`config.mk`:
```
export PLATFORM = sky130hd
export DESIGN_NAME = gcsr_regs
export DESIGN_NICKNAME = d
export VERILOG_FILES = /design/src/rtl/gcsr_pkg.sv /design/src/rtl/gcsr_blink.sv /design/src/rtl/gcsr_gauge.sv /design/src/rtl/gcsr_regs.sv
export VERILOG_INCLUDE_DIRS = /design/src /design/src/rtl
export SDC_FILE = /design/constraint.sdc
export NUM_CORES = 1
export LEC_CHECK = 0
export ABC_AREA = 1
export BUFFER_PORTS_ARGS = -buffer_cell sky130_fd_sc_hd__buf_4
export CORE_AREA = 2 2 171 173
export DETAILED_ROUTE_END_ITERATION = 8
export DIE_AREA = 0 0 173 175
export HOLD_SLACK_MARGIN = 0.12
export PLACE_DENSITY = 0.52
export SLEW_MARGIN = 20
export SYNTH_ARGS = -nofsm -noshare
export SYNTH_HDL_FRONTEND = slang
export SYNTH_SLANG_ARGS = --single-unit
```
`constraint.sdc`:
```
create_clock -name clk_sys -period 37.5 [get_ports clk_sys]
set_input_delay 7.5 -clock clk_sys [delete_from_list [all_inputs] [get_ports clk_sys]]
set_output_delay 7.5 -clock clk_sys [all_outputs]
set_load 0.005 [all_outputs]
```
`src/rtl/gcsr_params.svh`:
```
// Purpose: Constants of the gauge command and status register bank
// Assumes: 20 MHz system clock
// Notes:   Included by bare name from every design file
`ifndef GCSR_PARAMS_SVH
`define GCSR_PARAMS_SVH

`define GCSR_ADDR_STATUS     7'h01
`define GCSR_ADDR_TEMPGG     7'h02
`define GCSR_CMD_WRITE_BIT   7
`define GCSR_READ_UNMAPPED   8'h00
`define GCSR_CPI_STALE       8'h40
`define GCSR_CPI_MAX         8'hFF
`define GCSR_SDC_LIMIT       16'h1000
`define GCSR_CHG_CLEAR       9'h100
`define GCSR_PACK_RST        1'b1
`define GCSR_STALE_RST       1'b1
`define GCSR_TEMP_LOW_C      -30
`define GCSR_TEMP_BAND_C     10
`define GCSR_TEMP_CODE_MAX   4'hC
`define GCSR_COLD_ENTER_C    0
`define GCSR_COLD_HYST_C     4
`define GCSR_DEEP_COLD_C     -20
`define GCSR_CLK_HZ          20000000
`define GCSR_BLINK_HZ        4
`define GCSR_BLINK_CYCLES    (`GCSR_CLK_HZ / (2 * `GCSR_BLINK_HZ))

`endif

```
`src/rtl/gcsr_pkg.sv`:
```
// Purpose: Types shared by the gauge command and status register bank
// Assumes: gcsr_params.svh holds the numeric constants
// Notes:   Flag struct layout equals the status register bit layout
`include "gcsr_params.svh"
package gcsr_pkg;

    typedef enum logic [0:0] {
        GCSR_CMD   = 1'b0,
        GCSR_WDATA = 1'b1
    } gcsr_cmd_e;

    typedef struct packed {
        logic charging_flag;
        logic pack_replaced_flag;
        logic cell_overvoltage_flag;
        logic stale_capacity_flag;
        logic qualified_discharge_flag;
        logic unused2;
        logic empty_warning_flag;
        logic unused0;
    } gcsr_flags_s;

    typedef struct packed {
        logic offset_sense_below_chg;
        logic discharge_active;
        logic battery_sense_rise_0v1;
        logic reg_corrupt;
        logic battery_sense_above_2v0;
        logic battery_sense_below_0v90;
        logic current_sense_above_disable;
        logic valid_charge;
        logic capacity_update;
        logic charge_count_inc;
    } gcsr_sense_s;

    function automatic logic [3:0] gcsr_temp_code(input logic signed [7:0] temp_c);
        logic signed [8:0] span;
        // Nine bits so hot readings cannot wrap to a negative span
        span = 9'(temp_c) - 9'(`GCSR_TEMP_LOW_C);
        if (temp_c < 8'(`GCSR_TEMP_LOW_C)) begin
            return 4'h0;
        end else if (span >= 9'(11 * `GCSR_TEMP_BAND_C)) begin
            return `GCSR_TEMP_CODE_MAX;
        end else begin
            return 4'(span / 9'(`GCSR_TEMP_BAND_C)) + 4'h1;
        end
    endfunction

endpackage

```
`src/rtl/gcsr_blink.sv`:
```
// Purpose: Square wave for the empty warning segment blink
// Assumes: Toggle count derived from the system clock rate
// Notes:   Phase restarts low whenever blinking is off
`timescale 1ns/100ps
`default_nettype none
`include "gcsr_params.svh"
module gcsr_blink
    import gcsr_pkg::*;
#(
    parameter int unsigned TOGGLE_CYCLES = `GCSR_BLINK_CYCLES
) (
    input  wire logic clk_sys,
    input  wire logic rst,
    input  wire logic enable,
    output var  logic phase
);
    logic [23:0] count;

    always_ff @(posedge clk_sys) begin
        if (rst || !enable) begin
            count <= 24'h000000;
            phase <= 1'b0;
        end else if (count == 24'(TOGGLE_CYCLES - 1)) begin
            count <= 24'h000000;
            phase <= ~phase;
        end else begin
            count <= count + 24'h000001;
        end
    end
endmodule
`default_nettype wire

```
`src/rtl/gcsr_gauge.sv`:
```
// Purpose: Cold corrected gauge fraction in sixteenths of the full reference
// Assumes: Charge and reference are whole counts, temperature in degrees C
// Notes:   Divider is combinational; the result is registered once
`timescale 1ns/100ps
`default_nettype none
`include "gcsr_params.svh"
module gcsr_gauge
    import gcsr_pkg::*;
(
    input  wire logic              clk_sys,
    input  wire logic              rst,
    input  wire logic [7:0]        charge,
    input  wire logic [7:0]        full_ref,
    input  wire logic signed [7:0] temp_c,
    output var  logic              cold_band,
    output var  logic [3:0]        fraction
);
    logic [13:0] scaled;
    logic [13:0] quotient;
    logic        next_cold;

    always_comb begin
        next_cold = cold_band;
        if (!cold_band && temp_c < 8'(`GCSR_COLD_ENTER_C)) begin
            next_cold = 1'b1;
        end else if (cold_band && temp_c >= 8'(`GCSR_COLD_HYST_C)) begin
            next_cold = 1'b0;
        end
    end

    always_comb begin
        scaled = {2'b00, charge, 4'h0};
        if (temp_c < 8'(`GCSR_DEEP_COLD_C)) begin
            scaled = {3'b000, charge, 3'h0};
        end else if (cold_band) begin
            scaled = 14'(({2'b00, charge, 4'h0} * 14'h0003) >> 2);
        end
        quotient = (full_ref == 8'h00) ? 14'h0000 : scaled / {6'h00, full_ref};
    end

    always_ff @(posedge clk_sys) begin
        if (rst) begin
            cold_band <= 1'b0;
            fraction  <= 4'h0;
        end else begin
            cold_band <= next_cold;
            fraction  <= (quotient > 14'h000F) ? 4'hF : quotient[3:0];
        end
    end
endmodule
`default_nettype wire

```
`src/rtl/gcsr_regs.sv`:
```
// Function
// - Read command returns addressed register contents
// - Write command takes the following data byte
// - Seven-bit address; unwritable targets change nothing
// - Status register at 01h is read-only
// - Charging while sense below -400uV, no discharge
// - Pack replaced on corrupt rise or reset
// - Overvoltage follows sense above 2.0V, unlatched
// - Stale capacity on 64th charge, cleared by update
// - Qualified discharge set on discharge from full
// - Qualified discharge cleared past 4096 self-discharge
// - Qualified discharge cleared after 256 charge counts
// - Qualified discharge cleared by cold empty warning
// - Empty warning below 0.90V, latched until charge
// - Lowest segment blinks 4Hz during empty warning
// - Register 02h: temperature code over gauge fraction
// - Temperature code 0 to 12 in 10C bands
// - Gauge field in sixteenths, 0 to 15
// - Gauge from charge over chosen full reference
// - Gauge scaled 0.75 cold, 0.5 very cold
// - Cold band switching uses 4C hysteresis
// - Bytes arrive LSB first, at most 333 bit/s
// - Charge counter saturates at 255, cleared by update
//
// Purpose: Command decode and primary status flags of the charge monitor
// Assumes: A serial engine delivers whole bytes and sends answer bytes
// Notes:   Flags sample the sense inputs one clock after they change
`timescale 1ns/100ps
`default_nettype none
`include "gcsr_params.svh"
module gcsr_regs
    import gcsr_pkg::*;
#(
    parameter int unsigned BLINK_CYCLES = `GCSR_BLINK_CYCLES
) (
    input  wire logic              clk_sys,
    input  wire logic              rst,
    input  wire logic [7:0]        rx_byte,
    input  wire logic              rx_valid,
    input  wire gcsr_sense_s       sense,
    input  wire logic [15:0]       self_discharge_counter,
    input  wire logic [7:0]        remaining_charge_count,
    input  wire logic [7:0]        learned_full_capacity,
    input  wire logic [7:0]        programmed_full_capacity,
    input  wire logic              use_programmed_ref,
    input  wire logic signed [7:0] temp_c,
    output var  logic [7:0]        tx_byte,
    output var  logic              tx_valid,
    output var  gcsr_flags_s       flags,
    output var  logic [3:0]        temperature_code,
    output var  logic [3:0]        gauge_fraction,
    output var  logic [7:0]        charges_without_update_count,
    output var  logic              lowest_led_output
);
    gcsr_cmd_e   state;
    logic [8:0]  chg_counts;
    logic        discharge_d;
    logic        blink_phase;
    logic        cold_band;
    logic        full;
    logic        empty_set;
    logic        stale_set;
    logic        qual_clear;
    logic [7:0]  full_ref;
    logic [7:0]  read_data;
    logic [7:0]  next_chg;

    assign full      = remaining_charge_count == learned_full_capacity;
    assign full_ref  = use_programmed_ref ? programmed_full_capacity : learned_full_capacity;
    assign empty_set = sense.battery_sense_below_0v90 && !sense.current_sense_above_disable
                       && !flags.empty_warning_flag;
    assign next_chg  = sense.capacity_update ? 8'h00 : charges_without_update_count;
    assign stale_set = sense.valid_charge && (next_chg == 8'(`GCSR_CPI_STALE - 8'h01));

    // Read mux is priority ordered so a future register slots in easily
    always_comb begin
        if (rx_byte[6:0] == `GCSR_ADDR_STATUS) begin
            read_data = flags;
        end else if (rx_byte[6:0] == `GCSR_ADDR_TEMPGG) begin
            read_data = {temperature_code, gauge_fraction};
        end else begin
            read_data = `GCSR_READ_UNMAPPED;
        end
    end

    // Bytes are already assembled LSB first by the serial engine
    always_ff @(posedge clk_sys) begin
        if (rst) begin
            state    <= GCSR_CMD;
            tx_byte  <= 8'h00;
            tx_valid <= 1'b0;
        end else begin
            tx_valid <= 1'b0;
            case (state)
                GCSR_CMD: begin
                    if (rx_valid && rx_byte[`GCSR_CMD_WRITE_BIT]) begin
                        state <= GCSR_WDATA;
                    end else if (rx_valid) begin
                        tx_byte  <= read_data;
                        tx_valid <= 1'b1;
                    end
                end
                GCSR_WDATA: begin
                    // No writable register lives here, so the data byte is dropped
                    if (rx_valid) begin
                        state <= GCSR_CMD;
                    end
                end
                default: begin
                    state <= GCSR_CMD;
                end
            endcase
        end
    end

    always_ff @(posedge clk_sys) begin
        if (rst) begin
            flags.charging_flag         <= 1'b0;
            flags.cell_overvoltage_flag <= 1'b0;
            flags.unused2               <= 1'b0;
            flags.unused0               <= 1'b0;
        end else begin
            flags.charging_flag         <= sense.offset_sense_below_chg
                                           && !sense.discharge_active;
            flags.cell_overvoltage_flag <= sense.battery_sense_above_2v0;
            flags.unused2               <= 1'b0;
            flags.unused0               <= 1'b0;
        end
    end

    // Set terms are checked first so a coincident clear never loses an event
    always_ff @(posedge clk_sys) begin
        if (rst) begin
            flags.pack_replaced_flag <= `GCSR_PACK_RST;
        end else if (sense.battery_sense_rise_0v1 && sense.reg_corrupt) begin
            flags.pack_replaced_flag <= 1'b1;
        end else if (full || empty_set) begin
            flags.pack_replaced_flag <= 1'b0;
        end
    end

    always_ff @(posedge clk_sys) begin
        if (rst) begin
            charges_without_update_count <= 8'h00;
        end else if (sense.valid_charge && next_chg != `GCSR_CPI_MAX) begin
            charges_without_update_count <= next_chg + 8'h01;
        end else begin
            charges_without_update_count <= next_chg;
        end
    end

    always_ff @(posedge clk_sys) begin
        if (rst) begin
            flags.stale_capacity_flag <= `GCSR_STALE_RST;
        end else if (stale_set) begin
            flags.stale_capacity_flag <= 1'b1;
        end else if (sense.capacity_update) begin
            flags.stale_capacity_flag <= 1'b0;
        end
    end

    assign qual_clear = sense.capacity_update
                     || (self_discharge_counter > `GCSR_SDC_LIMIT)
                     || (chg_counts >= `GCSR_CHG_CLEAR)
                     || (empty_set && temp_c < 8'(`GCSR_COLD_ENTER_C));

    always_ff @(posedge clk_sys) begin
        if (rst) begin
            discharge_d <= 1'b0;
            chg_counts  <= 9'h000;
        end else begin
            discharge_d <= sense.discharge_active;
            if (!flags.qualified_discharge_flag) begin
                chg_counts <= 9'h000;
            end else if (sense.charge_count_inc && sense.offset_sense_below_chg
                         && chg_counts < `GCSR_CHG_CLEAR) begin
                chg_counts <= chg_counts + 9'h001;
            end
        end
    end

    always_ff @(posedge clk_sys) begin
        if (rst) begin
            flags.qualified_discharge_flag <= 1'b0;
        end else if (sense.discharge_active && !discharge_d && full) begin
            flags.qualified_discharge_flag <= 1'b1;
        end else if (qual_clear) begin
            flags.qualified_discharge_flag <= 1'b0;
        end
    end

    always_ff @(posedge clk_sys) begin
        if (rst) begin
            flags.empty_warning_flag <= 1'b0;
        end else if (empty_set) begin
            flags.empty_warning_flag <= 1'b1;
        end else if (sense.valid_charge) begin
            flags.empty_warning_flag <= 1'b0;
        end
    end

    always_ff @(posedge clk_sys) begin
        if (rst) begin
            temperature_code  <= 4'h0;
            lowest_led_output <= 1'b0;
        end else begin
            temperature_code  <= gcsr_temp_code(temp_c);
            // Blink overrides the segment; the full display driver lives elsewhere
            lowest_led_output <= flags.empty_warning_flag ? blink_phase
                                 : (gauge_fraction != 4'h0);
        end
    end

    gcsr_gauge u_gauge (
        .clk_sys   (clk_sys),
        .rst       (rst),
        .charge    (remaining_charge_count),
        .full_ref  (full_ref),
        .temp_c    (temp_c),
        .cold_band (cold_band),
        .fraction  (gauge_fraction)
    );

    gcsr_blink #(
        .TOGGLE_CYCLES (BLINK_CYCLES)
    ) u_blink (
        .clk_sys (clk_sys),
        .rst     (rst),
        .enable  (flags.empty_warning_flag),
        .phase   (blink_phase)
    );

    a_read_answer: assert property (@(posedge clk_sys) disable iff (rst)
        (state == GCSR_CMD && rx_valid && !rx_byte[7])
        |=> tx_valid && tx_byte == $past(read_data))
        else $error("read command not answered");

    a_write_silent: assert property (@(posedge clk_sys) disable iff (rst)
        (state == GCSR_CMD && rx_valid && rx_byte[7])
        |=> !tx_valid && state == GCSR_WDATA)
        else $error("write command answered or not awaiting data");

    a_write_no_effect: assert property (@(posedge clk_sys) disable iff (rst)
        (state == GCSR_WDATA && rx_valid) |=> !tx_valid && state == GCSR_CMD)
        else $error("write data byte misused");

    a_charging_follow: assert property (@(posedge clk_sys) disable iff (rst)
        sense.discharge_active |=> !flags.charging_flag)
        else $error("charging flag set during discharge");

    a_overvolt_follow: assert property (@(posedge clk_sys) disable iff (rst)
        ##1 flags.cell_overvoltage_flag == $past(sense.battery_sense_above_2v0))
        else $error("overvoltage flag does not follow sense");

    a_stale_set: assert property (@(posedge clk_sys) disable iff (rst)
        (charges_without_update_count == 8'h3F && sense.valid_charge
         && !sense.capacity_update)
        |=> flags.stale_capacity_flag && charges_without_update_count == 8'h40)
        else $error("stale flag missed on 64th charge");

    a_count_saturate: assert property (@(posedge clk_sys) disable iff (rst)
        (charges_without_update_count == 8'hFF && !sense.capacity_update)
        |=> charges_without_update_count == 8'hFF)
        else $error("charge counter wrapped");

    a_qual_sdc_clear: assert property (@(posedge clk_sys) disable iff (rst)
        (self_discharge_counter > 16'h1000 && !(sense.discharge_active && !discharge_d && full))
        |=> !flags.qualified_discharge_flag)
        else $error("qualified flag kept past self-discharge limit");

    a_empty_latched: assert property (@(posedge clk_sys) disable iff (rst)
        (flags.empty_warning_flag && !sense.valid_charge)
        |=> flags.empty_warning_flag)
        else $error("empty flag dropped without charge");

    a_unused_zero: assert property (@(posedge clk_sys) disable iff (rst)
        ##1 !flags.unused2 && !flags.unused0)
        else $error("unused status bits set");

    a_temp_code_max: assert property (@(posedge clk_sys) disable iff (rst)
        temperature_code <= 4'hC)
        else $error("temperature code above twelve");

    a_replace_clear: assert property (@(posedge clk_sys) disable iff (rst)
        (full && !(sense.battery_sense_rise_0v1 && sense.reg_corrupt))
        |=> !flags.pack_replaced_flag)
        else $error("pack replaced flag not cleared at full");

    a_pack_set: assert property (@(posedge clk_sys) disable iff (rst)
        (sense.battery_sense_rise_0v1 && sense.reg_corrupt) |=> flags.pack_replaced_flag)
        else $error("pack replaced flag not set");

    a_qual_set: assert property (@(posedge clk_sys) disable iff (rst)
        (sense.discharge_active && !discharge_d && full) |=> flags.qualified_discharge_flag)
        else $error("qualified flag not set on discharge from full");

    a_qual_chg_clear: assert property (@(posedge clk_sys) disable iff (rst)
        (chg_counts >= 9'h100 && !(sense.discharge_active && !discharge_d && full))
        |=> !flags.qualified_discharge_flag)
        else $error("qualified flag kept after charge");

    a_qual_cold_clear: assert property (@(posedge clk_sys) disable iff (rst)
        (empty_set && temp_c < 8'sh00 && !(sense.discharge_active && !discharge_d && full))
        |=> !flags.qualified_discharge_flag)
        else $error("qualified flag kept after cold empty warning");

    a_empty_set: assert property (@(posedge clk_sys) disable iff (rst)
        empty_set |=> flags.empty_warning_flag)
        else $error("empty flag not set");

    a_led_blink: assert property (@(posedge clk_sys) disable iff (rst)
        flags.empty_warning_flag |=> lowest_led_output == $past(blink_phase))
        else $error("lowest segment not blinking");

    a_tempgg_read: assert property (@(posedge clk_sys) disable iff (rst)
        (state == GCSR_CMD && rx_valid && rx_byte == 8'h02)
        |=> tx_byte == {$past(temperature_code), $past(gauge_fraction)})
        else $error("temperature and gauge answer wrong");

    a_count_clear: assert property (@(posedge clk_sys) disable iff (rst)
        (sense.capacity_update && !sense.valid_charge) |=> charges_without_update_count == 8'h00)
        else $error("charge counter not cleared by update");

    a_stale_clear: assert property (@(posedge clk_sys) disable iff (rst)
        (sense.capacity_update && !sense.valid_charge) |=> !flags.stale_capacity_flag)
        else $error("stale flag not cleared by update");

    a_count_step: assert property (@(posedge clk_sys) disable iff (rst)
        (charges_without_update_count != 8'hFF && sense.valid_charge && !sense.capacity_update)
        |=> charges_without_update_count == $past(charges_without_update_count) + 8'h01)
        else $error("charge counter did not step");

    c_read_status: cover property (@(posedge clk_sys) disable iff (rst)
        state == GCSR_CMD && rx_valid && rx_byte == 8'h01 ##1 tx_valid);
    c_write_cycle: cover property (@(posedge clk_sys) disable iff (rst)
        state == GCSR_CMD && rx_valid && rx_byte[7] ##[1:20] state == GCSR_WDATA && rx_valid);
    c_empty_blink: cover property (@(posedge clk_sys) disable iff (rst)
        flags.empty_warning_flag && lowest_led_output);
    c_qual_set: cover property (@(posedge clk_sys) disable iff (rst)
        $rose(flags.qualified_discharge_flag));
    c_stale_set: cover property (@(posedge clk_sys) disable iff (rst)
        $rose(flags.stale_capacity_flag));
endmodule
`default_nettype wire

```
# Word-level counts from Yosys, hierarchy flattened

Cells that the tools add are included.

Register bits: 69
Output and inout port bits: 34
Word-level logic and storage cells: 104

$add $sub $neg: 5
Multipliers: 1
Div/mod/pow operators: 2
Magnitude comparators: 9
Equal/unequal tests: 6
Muxes and demuxes: 21
Bitwise operators: 4
Reduce and logical (&&, ||, !) cells: 37

Operator list:

| cell                  | number |
|---|---|
| $mux 8                | 5 |
| $mux 14               | 2 |
| $add 24x1->24 const B | 1 |
| $eq 24x22->1 const B  | 1 |
| $gt 16x13->1 const B  | 1 |
| $lt 8x6->1 const B    | 2 |
| $div 14x8->14         | 1 |
| $gt 14x4->1 const B   | 1 |
| $logic_and 1x1->1     | 14 |
| $mux 12               | 1 |
| $mul 8x2->10 const B  | 1 |
| $mux 1                | 10 |
| $reduce_or 2->1       | 5 |
| $add 9x1->9 const B   | 1 |
| $div 9x5->9 const B   | 1 |
| $ge 9x8->1 const B    | 1 |
| $ge 9x9->1 const B    | 1 |
| $lt 9x9->1 const B    | 1 |
| $sub 8x6->9 const B   | 1 |
| $add 8x1->8 const B   | 1 |
| $eq 8x6->1 const B    | 1 |
| $eq 8x8->1            | 1 |
| $ge 8x4->1 const B    | 1 |
| $logic_not 8->1       | 1 |
| 14 further kinds      | 29 |

# Longest topological paths before layout

Gate-level depths: netlist of the first run.

Depth after elaboration: 7
Mapped depth: 154

# Cells and area by module

From an unflattened synthesis of the first run, not the netlist that was laid out.

Cell total of the unflattened synthesis: 1473
Area total of the unflattened synthesis: 9323.9 um2

By module, submodules not included:

| module     | instances | cells an instance | area each (um2) |
|---|---|---|---|
| gcsr_gauge | 1         | 882               | 5196.2 |
| gcsr_regs  | 1         | 388               | 2761.4 |
| gcsr_blink | 1         | 203               | 1366.3 |

# Least setup slack after synthesis of the first run

OpenSTA, ideal clock, no wires.

Path type: input port to flip-flop
Start point: input use_programmed_ref
End point: register u_gauge.fraction[0]
Library setup time: 115 ps
Data arrival time: 27405 ps
Data required time: 37385 ps
Path slack: 9980 ps
Cell stages on the path: 144
Path through: buf_6 -> o21ai_0 -> ha_1 -> o21ai_0 -> nand2_1 -> nand3_1 -> inv_1 -> ha_1 -> nand2_1 -> nand3_1 -> nand2_1 -> nand2_1 -> nand3_2 -> nand2_1 -> nand2_1 -> inv_1 -> ha_1 -> inv_1 -> [108 not listed] -> a31oi_1 -> inv_1 -> a21oi_1 -> nand2_1 -> nor2_4 -> nand2_4 -> inv_2 -> nand2_1 -> o21ai_1 -> ha_1 -> nand4_1 -> nor4_1 -> a2111oi_0 -> nand2_1 -> nor2_1 -> nand4_1 -> nor2_1 -> nor2_1

Cells in the longest elaborated chain, start to end: 5

RTL lines:

| element                                                 | RTL line         | text |
|---|---|---|
| start, declared                                         | gcsr_regs.sv:45  | `input wire logic use_programmed_ref,` |
| $mux 8 *                                                | gcsr_regs.sv:69  | `assign full_ref = use_programmed_ref ? programmed_full_capacity : learned_full_capacity;` |
| $div 14x8->14 / $logic_not 8->1 (equally long branches) | gcsr_gauge.sv:38 | `quotient = (full_ref == 8'h00) ? 14'h0000 : scaled / {6'h00, full_ref};` |
| $mux 14 *                                               | gcsr_gauge.sv:38 |  |
| $gt 14x4->1                                             | gcsr_gauge.sv:47 | `fraction <= (quotient > 14'h000F) ? 4'hF : quotient[3:0];` |
| $mux 4 *                                                | gcsr_gauge.sv:47 |  |
| end signal, assigned                                    | gcsr_gauge.sv:47 |  |
| end, declared                                           | gcsr_gauge.sv:16 | `output var logic [3:0] fraction` |

Mark *: on every way between the ends. The rest lies on a longest branch, timed or not.
A chain may end at the register's enable or synchronous reset.

# Worst setup path after layout of the first run

Same ends and word-level chain as after synthesis.

==> results of run 1 <==
-- routing by layer --
| layer | global-route usage, % | wire (um) |
|---|---|---|
| met1 | 19.83 | 11400 |
| met4 | 3.143 | 298 |
| met2 | 25.28 | 10150 |
| met5 | 0 | 0 |
| met3 | 2.045 | 862 |
-- cell usage after synthesis, types with 4 or more instances --
master	instances	area share, %
ha_1	100	15
a31oi_1	15	1.1
buf_2	4	0.24
nor3_1	31	1.8
nand4_1	19	1.4
dfxtp_1	69	16
a211oi_1	6	0.53
o21a_1	4	0.36
inv_1	201	8.9
o21ai_1	11	0.65
a21oi_1	74	4.4
o21ai_0	76	4.5
a21o_1	7	0.62
inv_2	8	0.36
nor2_1	110	4.9
or2_2	14	1.0
nor4_1	13	0.96
nand2_2	16	1.2
nand2_4	8	1.1
xor2_1	37	3.8
nand3_1	69	4.1
o21bai_1	5	0.44
nor3b_1	9	0.80
nand3_2	12	1.4
o31ai_1	5	0.44
nand2_1	333	15
clkbuf_1	8	0.36
xnor2_1	30	3.1
-- worst max-delay path, delay by kind of cell --
family,cells,cell delay (ns)
adder cells (fa/ha/maj),13,3.95
AND/OR/NAND/NOR,70,7.73
AO/OA/AOI/OAI,42,8.12
buffers and inverters,19,2.30
-- state kept, by name, summed over array words and instances, names as in the netlist --
name                          flops
u_blink.count                    24
chg_counts                        9
charges_without_update_count      8
tx_byte                           8
flags                             6
temperature_code                  4
u_gauge.fraction                  4
discharge_d                       1
lowest_led_output                 1
state                             1
tx_valid                          1
u_blink.phase                     1
u_gauge.cold_band                 1
-- cell families (layout without fill, tap and decap cells) --
family                     count (synthesis)  after routing  synth area share, %
AOI/OAI and AO/OA                        223            223                15.27
xor gates and xnor gates                  67             67                6.952
adders and majority gates                102            102                15.30
buffers and inverters                    229            332                10.50
DFF                                       69             69                16.37
other                                      1              4              0.04443
and+or+nand+nor                          651            651                35.58
-- per-stage QoR --
stage / utilization (%) / area, sq um / worst slack, ns / hold WS [ns]
6_report: 34.94 / 9920 / 8.136 / 0.4458
5_1_grt: 34.94 / 9920 / 5.200 / 0.4651
4_1_cts: 34.94 / 9920 / 8.208 / 0.4502
3_5_place_dp: 33.92 / 9629 / 7.913 / 0.4365
3_3_place_gp: 33.92 / 9629 / 8.558 / 0.4334
2_1_floorplan: - / 8452 / 9.980 / 0.4176
-- cell type report --
cell class / count / share of cell area [%]
flip-flops and latches: 69 / 13.93
clock buffers: 9 / 2.270
clock inverters: 6 / 0.6559
inverters: 213 / 8.085
well taps: 384 / 4.844
repair buffers: 104 / 7.871
multi-input cells: 1047 / 62.35
-- layout by cell type (no fill, tap or decap), drive strengths merged, types with 3 or more instances in the layout --
cell type    n
or2         16
nand3       82
nand2      357
clkbuf       9
o21ai       89
dfxtp       69
a211oi       7
a21oi       78
o21bai       6
o31ai        5
o21a         4
nor3b        9
conb         4
nor2       115
nor3        31
inv        210
nand4       20
nor4        13
a21o         7
o211ai       3
a31oi       15
buf        104
xor2        37
xnor2       30
ha         100
clkinv       7
and3         3
nand3b       3
-- final timing paths --
path	start	endpoint	slack [ns]	depth (start not counted)
hold reg to reg	u_blink.count[0]$_SDFF_PP0_	u_blink.count[0]$_SDFF_PP0_	0.45	1
setup / recovery	use_programmed_ref	u_gauge.fraction[0]$_SDFF_PP0_	8.14	144
setup reg to reg	u_gauge.cold_band$_SDFFE_PP0P_	u_gauge.fraction[0]$_SDFF_PP0_	15.89	138
hold / removal	u_blink.count[0]$_SDFF_PP0_	u_blink.count[0]$_SDFF_PP0_	0.45	1
==> results.md, run 1 <==
* Critical Path Most Common Cell: nand2_1
* Clock Skew at approximately 0.0092 ns
* Post-synthesis sequential area ratio at 16.37%
* Max Fclk at 34.06 MHz
* Multi-input logic area at roughly 6200 sq um
* Detailed Place HPWL at 18300 um
* Largest net degree at the start of global routing at 25
* Synth Register Bits at 69
* Final wirelength at ~23000 um
* Nets at roughly 1600
* Cell total after placement at ~1800
* Post-synth EDFFs at 0
* CTS Sinks at a little under 70
* Reg area at around 1400 sq um
* CTS tree: built
* CTS Hold Bufs at 0
* Tmin final at just under 30 ns
* Worst Path Max Fanout at 16
* Cts bufs inserted at 9
* CTS root buf: clkbuf_16
* Critical path endpoint category: register
* Site Rows at 62
* Syn-to-layout area delta at 17.52%
* Crit path kind: in2reg
* Layout Cells excl Fill at around 1800
* Final setup violation count at 0
* Worst Path Required at 37.72 ns
* Core area at about 28000 sq um
* Unique masters post-synth at 57
* Crit path largest cell delay at ~0.53 ns
* Die area at 30280 sq um
* Relative slew slack at between 40% and 50%
* Final-report hold violation count at 0
* PortBufs at 101
* Number of global-route vias before repair at between 7000 and 8000
* Mapped Cells at roughly 1300
* Initial DRC Count at between 400 and 500
* Post-DRT Antenna Nets at 0
* Fill cells at 3137
* CTS Buffer Depth at 2
* Starting Density at between 20% and 30%
* Height of the die at between 150 and 200 um
* Pins Over Slew Limit at 0
* Worst skew pair latency at around 0.33 ns
* RSZ-0062 raised after global routing: false
* Via density per instance at between 4 and 5
* Via count at ~8600
* Total gr overflow at 0
* TNS Setup at 0 ns
* YS warnings at 0
* Slew @ Worst Pin at between 0.8 and 0.9 ns
* Top FF cell, synth: dfxtp_1
* Cts repair resizes at 0
* Crit path DAT at slightly below 30 ns
* FFs w/ async S/R, synth at 0%
* # IOs at roughly 100
* DRC viols at 0
* Global-route wire length before repair at around 38000 um
* Worst Hold Class: reg2reg
* Startpoint Class: input port
* Drt pass-1 iters at 7
* WL per Instance at around 12 um
* DIE WIDTH at about 170 um
* Clk slew on worst S/H paths at approximately 0.06 ns
* Avg Inst Size Synth at approximately 6.3 sq um
* H-tree depth at 3
* Diodes inserted at 0
* Crit path max-delay cell type: a21oi_2
* Tcrit/Tclk final at about four fifths
* Gpl congestion at around 0.84
* Post-Syn Area at roughly 8400 sq um
* Outcome: finished, final reports clean
* Initial antenna violation count at 0
* Share of layout cells above drive strength 1 at 13.40%
* Max_cap viols at 0
* GRT Total Usage at 14.80%
* Post-CTS Setup Bufs at 0
Power of run 1 is not shown: default switching activity piles up to over one toggle a cycle in this logic, so the estimate is an artifact.
==> inputs of run 2 (changes only) <==
==> constraint.sdc (replaced) <==
create_clock -name clk_sys -period 30.5 [get_ports clk_sys]
set_input_delay 6.1 -clock clk_sys [delete_from_list [all_inputs] [get_ports clk_sys]]
set_output_delay 6.1 -clock clk_sys [all_outputs]
set_load 0.005 [all_outputs]
==> run 2 against run 1 <==
Compared with the run above: core utilization increased by 0.35 points; flip-flop and latch count unchanged; cell count grew 0.44%; sequential share of layout area is 0.14 points lower; setup slack got worse by 5.1 ns; critical endpoint unchanged; highest routed layer unchanged.
==> results.md, run 2 (synthesis results as in run 1) <==
* Starting Density at between 20% and 30%
* Relative slew slack at 44.93%
* Share of layout cells above drive strength 1 at approximately 14%
* GRT Total Usage at between 10% and 20%
* Critical Path Most Common Cell: nand2_1
* Via count at roughly 8600
* CP startpoint: use_programmed_ref
* Cell Area, Placed at 9629 sq um
* Gpl congestion at between 0.8 and 0.9
* DRC viols at 0
* Nets at ~1600
* Final setup violation count at 0
* Tcrit/Tclk final at around nine tenths
* Cell depth of the worst flop-to-flop path at ~140
* Crit path kind: in2reg
* Layout Cells excl Fill at approximately 1800
* Clk slew on worst S/H paths at approximately 0.060 ns
* Top flop regs: u_blink.count x24, chg_counts x9
* Worst Path Buf+Inv at 19
* Final Util at between 30% and 40%
* Cell total after placement at roughly 1800
* # IOs at between 100 and 150
* Outcome: finished, final reports clean
* Post-DRT Antenna Nets at 0
* Setup crit end: u_gauge.fraction[0]$_SDFF_PP0_
* Max_cap viols at 0
* Crit path max-delay cell type: a2111oi_0
* Finished Cell Area at approximately 10000 sq um
* R2R setup slack at between 9 and 10 ns
* Initial antenna violation count at 0
* Crit path DAT at about 28 ns
* Most common cell after layout, fill and taps aside: nand2_1
* CTS tree: built
* RSZ-0062 raised after global routing: false
* Drt pass-1 iters at 6
* Most frequent cells in the layout: nand2_1 (333), inv_1 (200), buf_4 (111)
* DIE WIDTH at between 150 and 200 um
* Worst R2R End: u_gauge.fraction[0]$_SDFF_PP0_
* Max FFs per register at 24
* Worst Path Max Fanout at 16
* H-tree depth at 3
* Top cell family by delay on the critical path: compound AO/OA/AOI/OAI gates
* Global-route wire length before repair at 37800 um
* Detailed Place HPWL at ~18000 um
* Startpoint Class: input port
* RR Startpoint: u_gauge.cold_band$_SDFFE_PP0P_
* CTS Buffer Depth at 2
* Via density per instance at around 4.7
* Pins Over Slew Limit at 0
* Number of global-route vias before repair at just under 8000
* Slew @ Worst Pin at 0.8241 ns
* Initial DRC Count at between 400 and 500
* Final wirelength at roughly 22000 um
* Height of the die at between 150 and 200 um
* Diodes inserted at 0
* Total gr overflow at 0
* Syn-to-layout area delta at 18.71%
* Max Fclk at 36.39 MHz
* Core area at about 28000 sq um
* Cts bufs inserted at 9
* Clock Skew at 0.01111 ns
* PortBufs at 101
* Worst Path Required at 30.72 ns
* Biggest register: u_blink.count
* WL per Instance at ~12 um
* Tmin final at around 27 ns
* TNS Setup at 0 ns
* Crit path largest cell delay at a little under 0.4 ns
* Worst Hold Class: reg2reg
* CTS root buf: clkbuf_16
* CTS Hold Bufs at 0
* Final-report hold violation count at 0
* Worst skew pair latency at approximately 0.34 ns
* Largest net degree at the start of global routing at 25
* Site Rows at slightly above 60
* Critical path depth in cells at 144
* CTS Sinks at 69
* Critical path endpoint category: register
* Die area at 30280 sq um
run 2: cell count changes in the layout (fill, tap and decap cells not counted):
cell	previous run	this run
buf_4	104	111
clkinv_4	2	0
clkinvlp_4	1	3
inv_6	0	2
a21oi_1	74	73
a21oi_4	1	2
bufinv_16	1	2
clkinv_2	2	1
inv_1	201	200
run 2: worst min path at each step:
stage,from,end,cells past startpoint
after global routing,u_blink.count[0]$_SDFF_PP0_,u_blink.count[0]$_SDFF_PP0_,1
after global placement,u_blink.count[0]$_SDFF_PP0_,u_blink.count[0]$_SDFF_PP0_,1
after detailed placement,state$_SDFF_PP0_,state$_SDFF_PP0_,1
final,u_blink.count[0]$_SDFF_PP0_,u_blink.count[0]$_SDFF_PP0_,1
after floorplan,u_blink.count[0]$_SDFF_PP0_,u_blink.count[0]$_SDFF_PP0_,1
after CTS,state$_SDFF_PP0_,state$_SDFF_PP0_,1
run 2: stage by stage:
step	setup WS (ns)	hold WS, ns
4_1_cts	2.616	0.4494
5_1_grt	0.05790	0.4635
6_report	3.021	0.4454
3_3_place_gp	2.960	0.4335
3_5_place_dp	2.304	0.4361
2_1_floorplan	4.380	0.4176
run 2: layout make-up:
cell class | count | area [sq um]
Clock buffer | 9 | 225.2
Clock inverter | 7 | 97.59
Fill cell | 3128 | 18370
Inverter | 213 | 805.8
Multi-Input combinational cell | 1047 | 6196
Sequential cell | 69 | 1381
Tap cell | 384 | 480.5
Timing Repair Buffer | 111 | 833.3
run 2: timing repair:
action / 4_1_cts / 5_1_grt
resized for setup: 0 / 3
buffers inserted: 0 / 7
setup endpoints to repair: 0 / 1
run 2: layer usage:
| metal | GRT usage, % | wire (um) |
|---|---|---|
| met1 | 20.17 | 11410 |
| met2 | 25.38 | 10090 |
| met3 | 1.741 | 650 |
| met4 | 2.472 | 223 |
| met5 | 0 | 0 |
Power of run 2 is left out for the same reason.
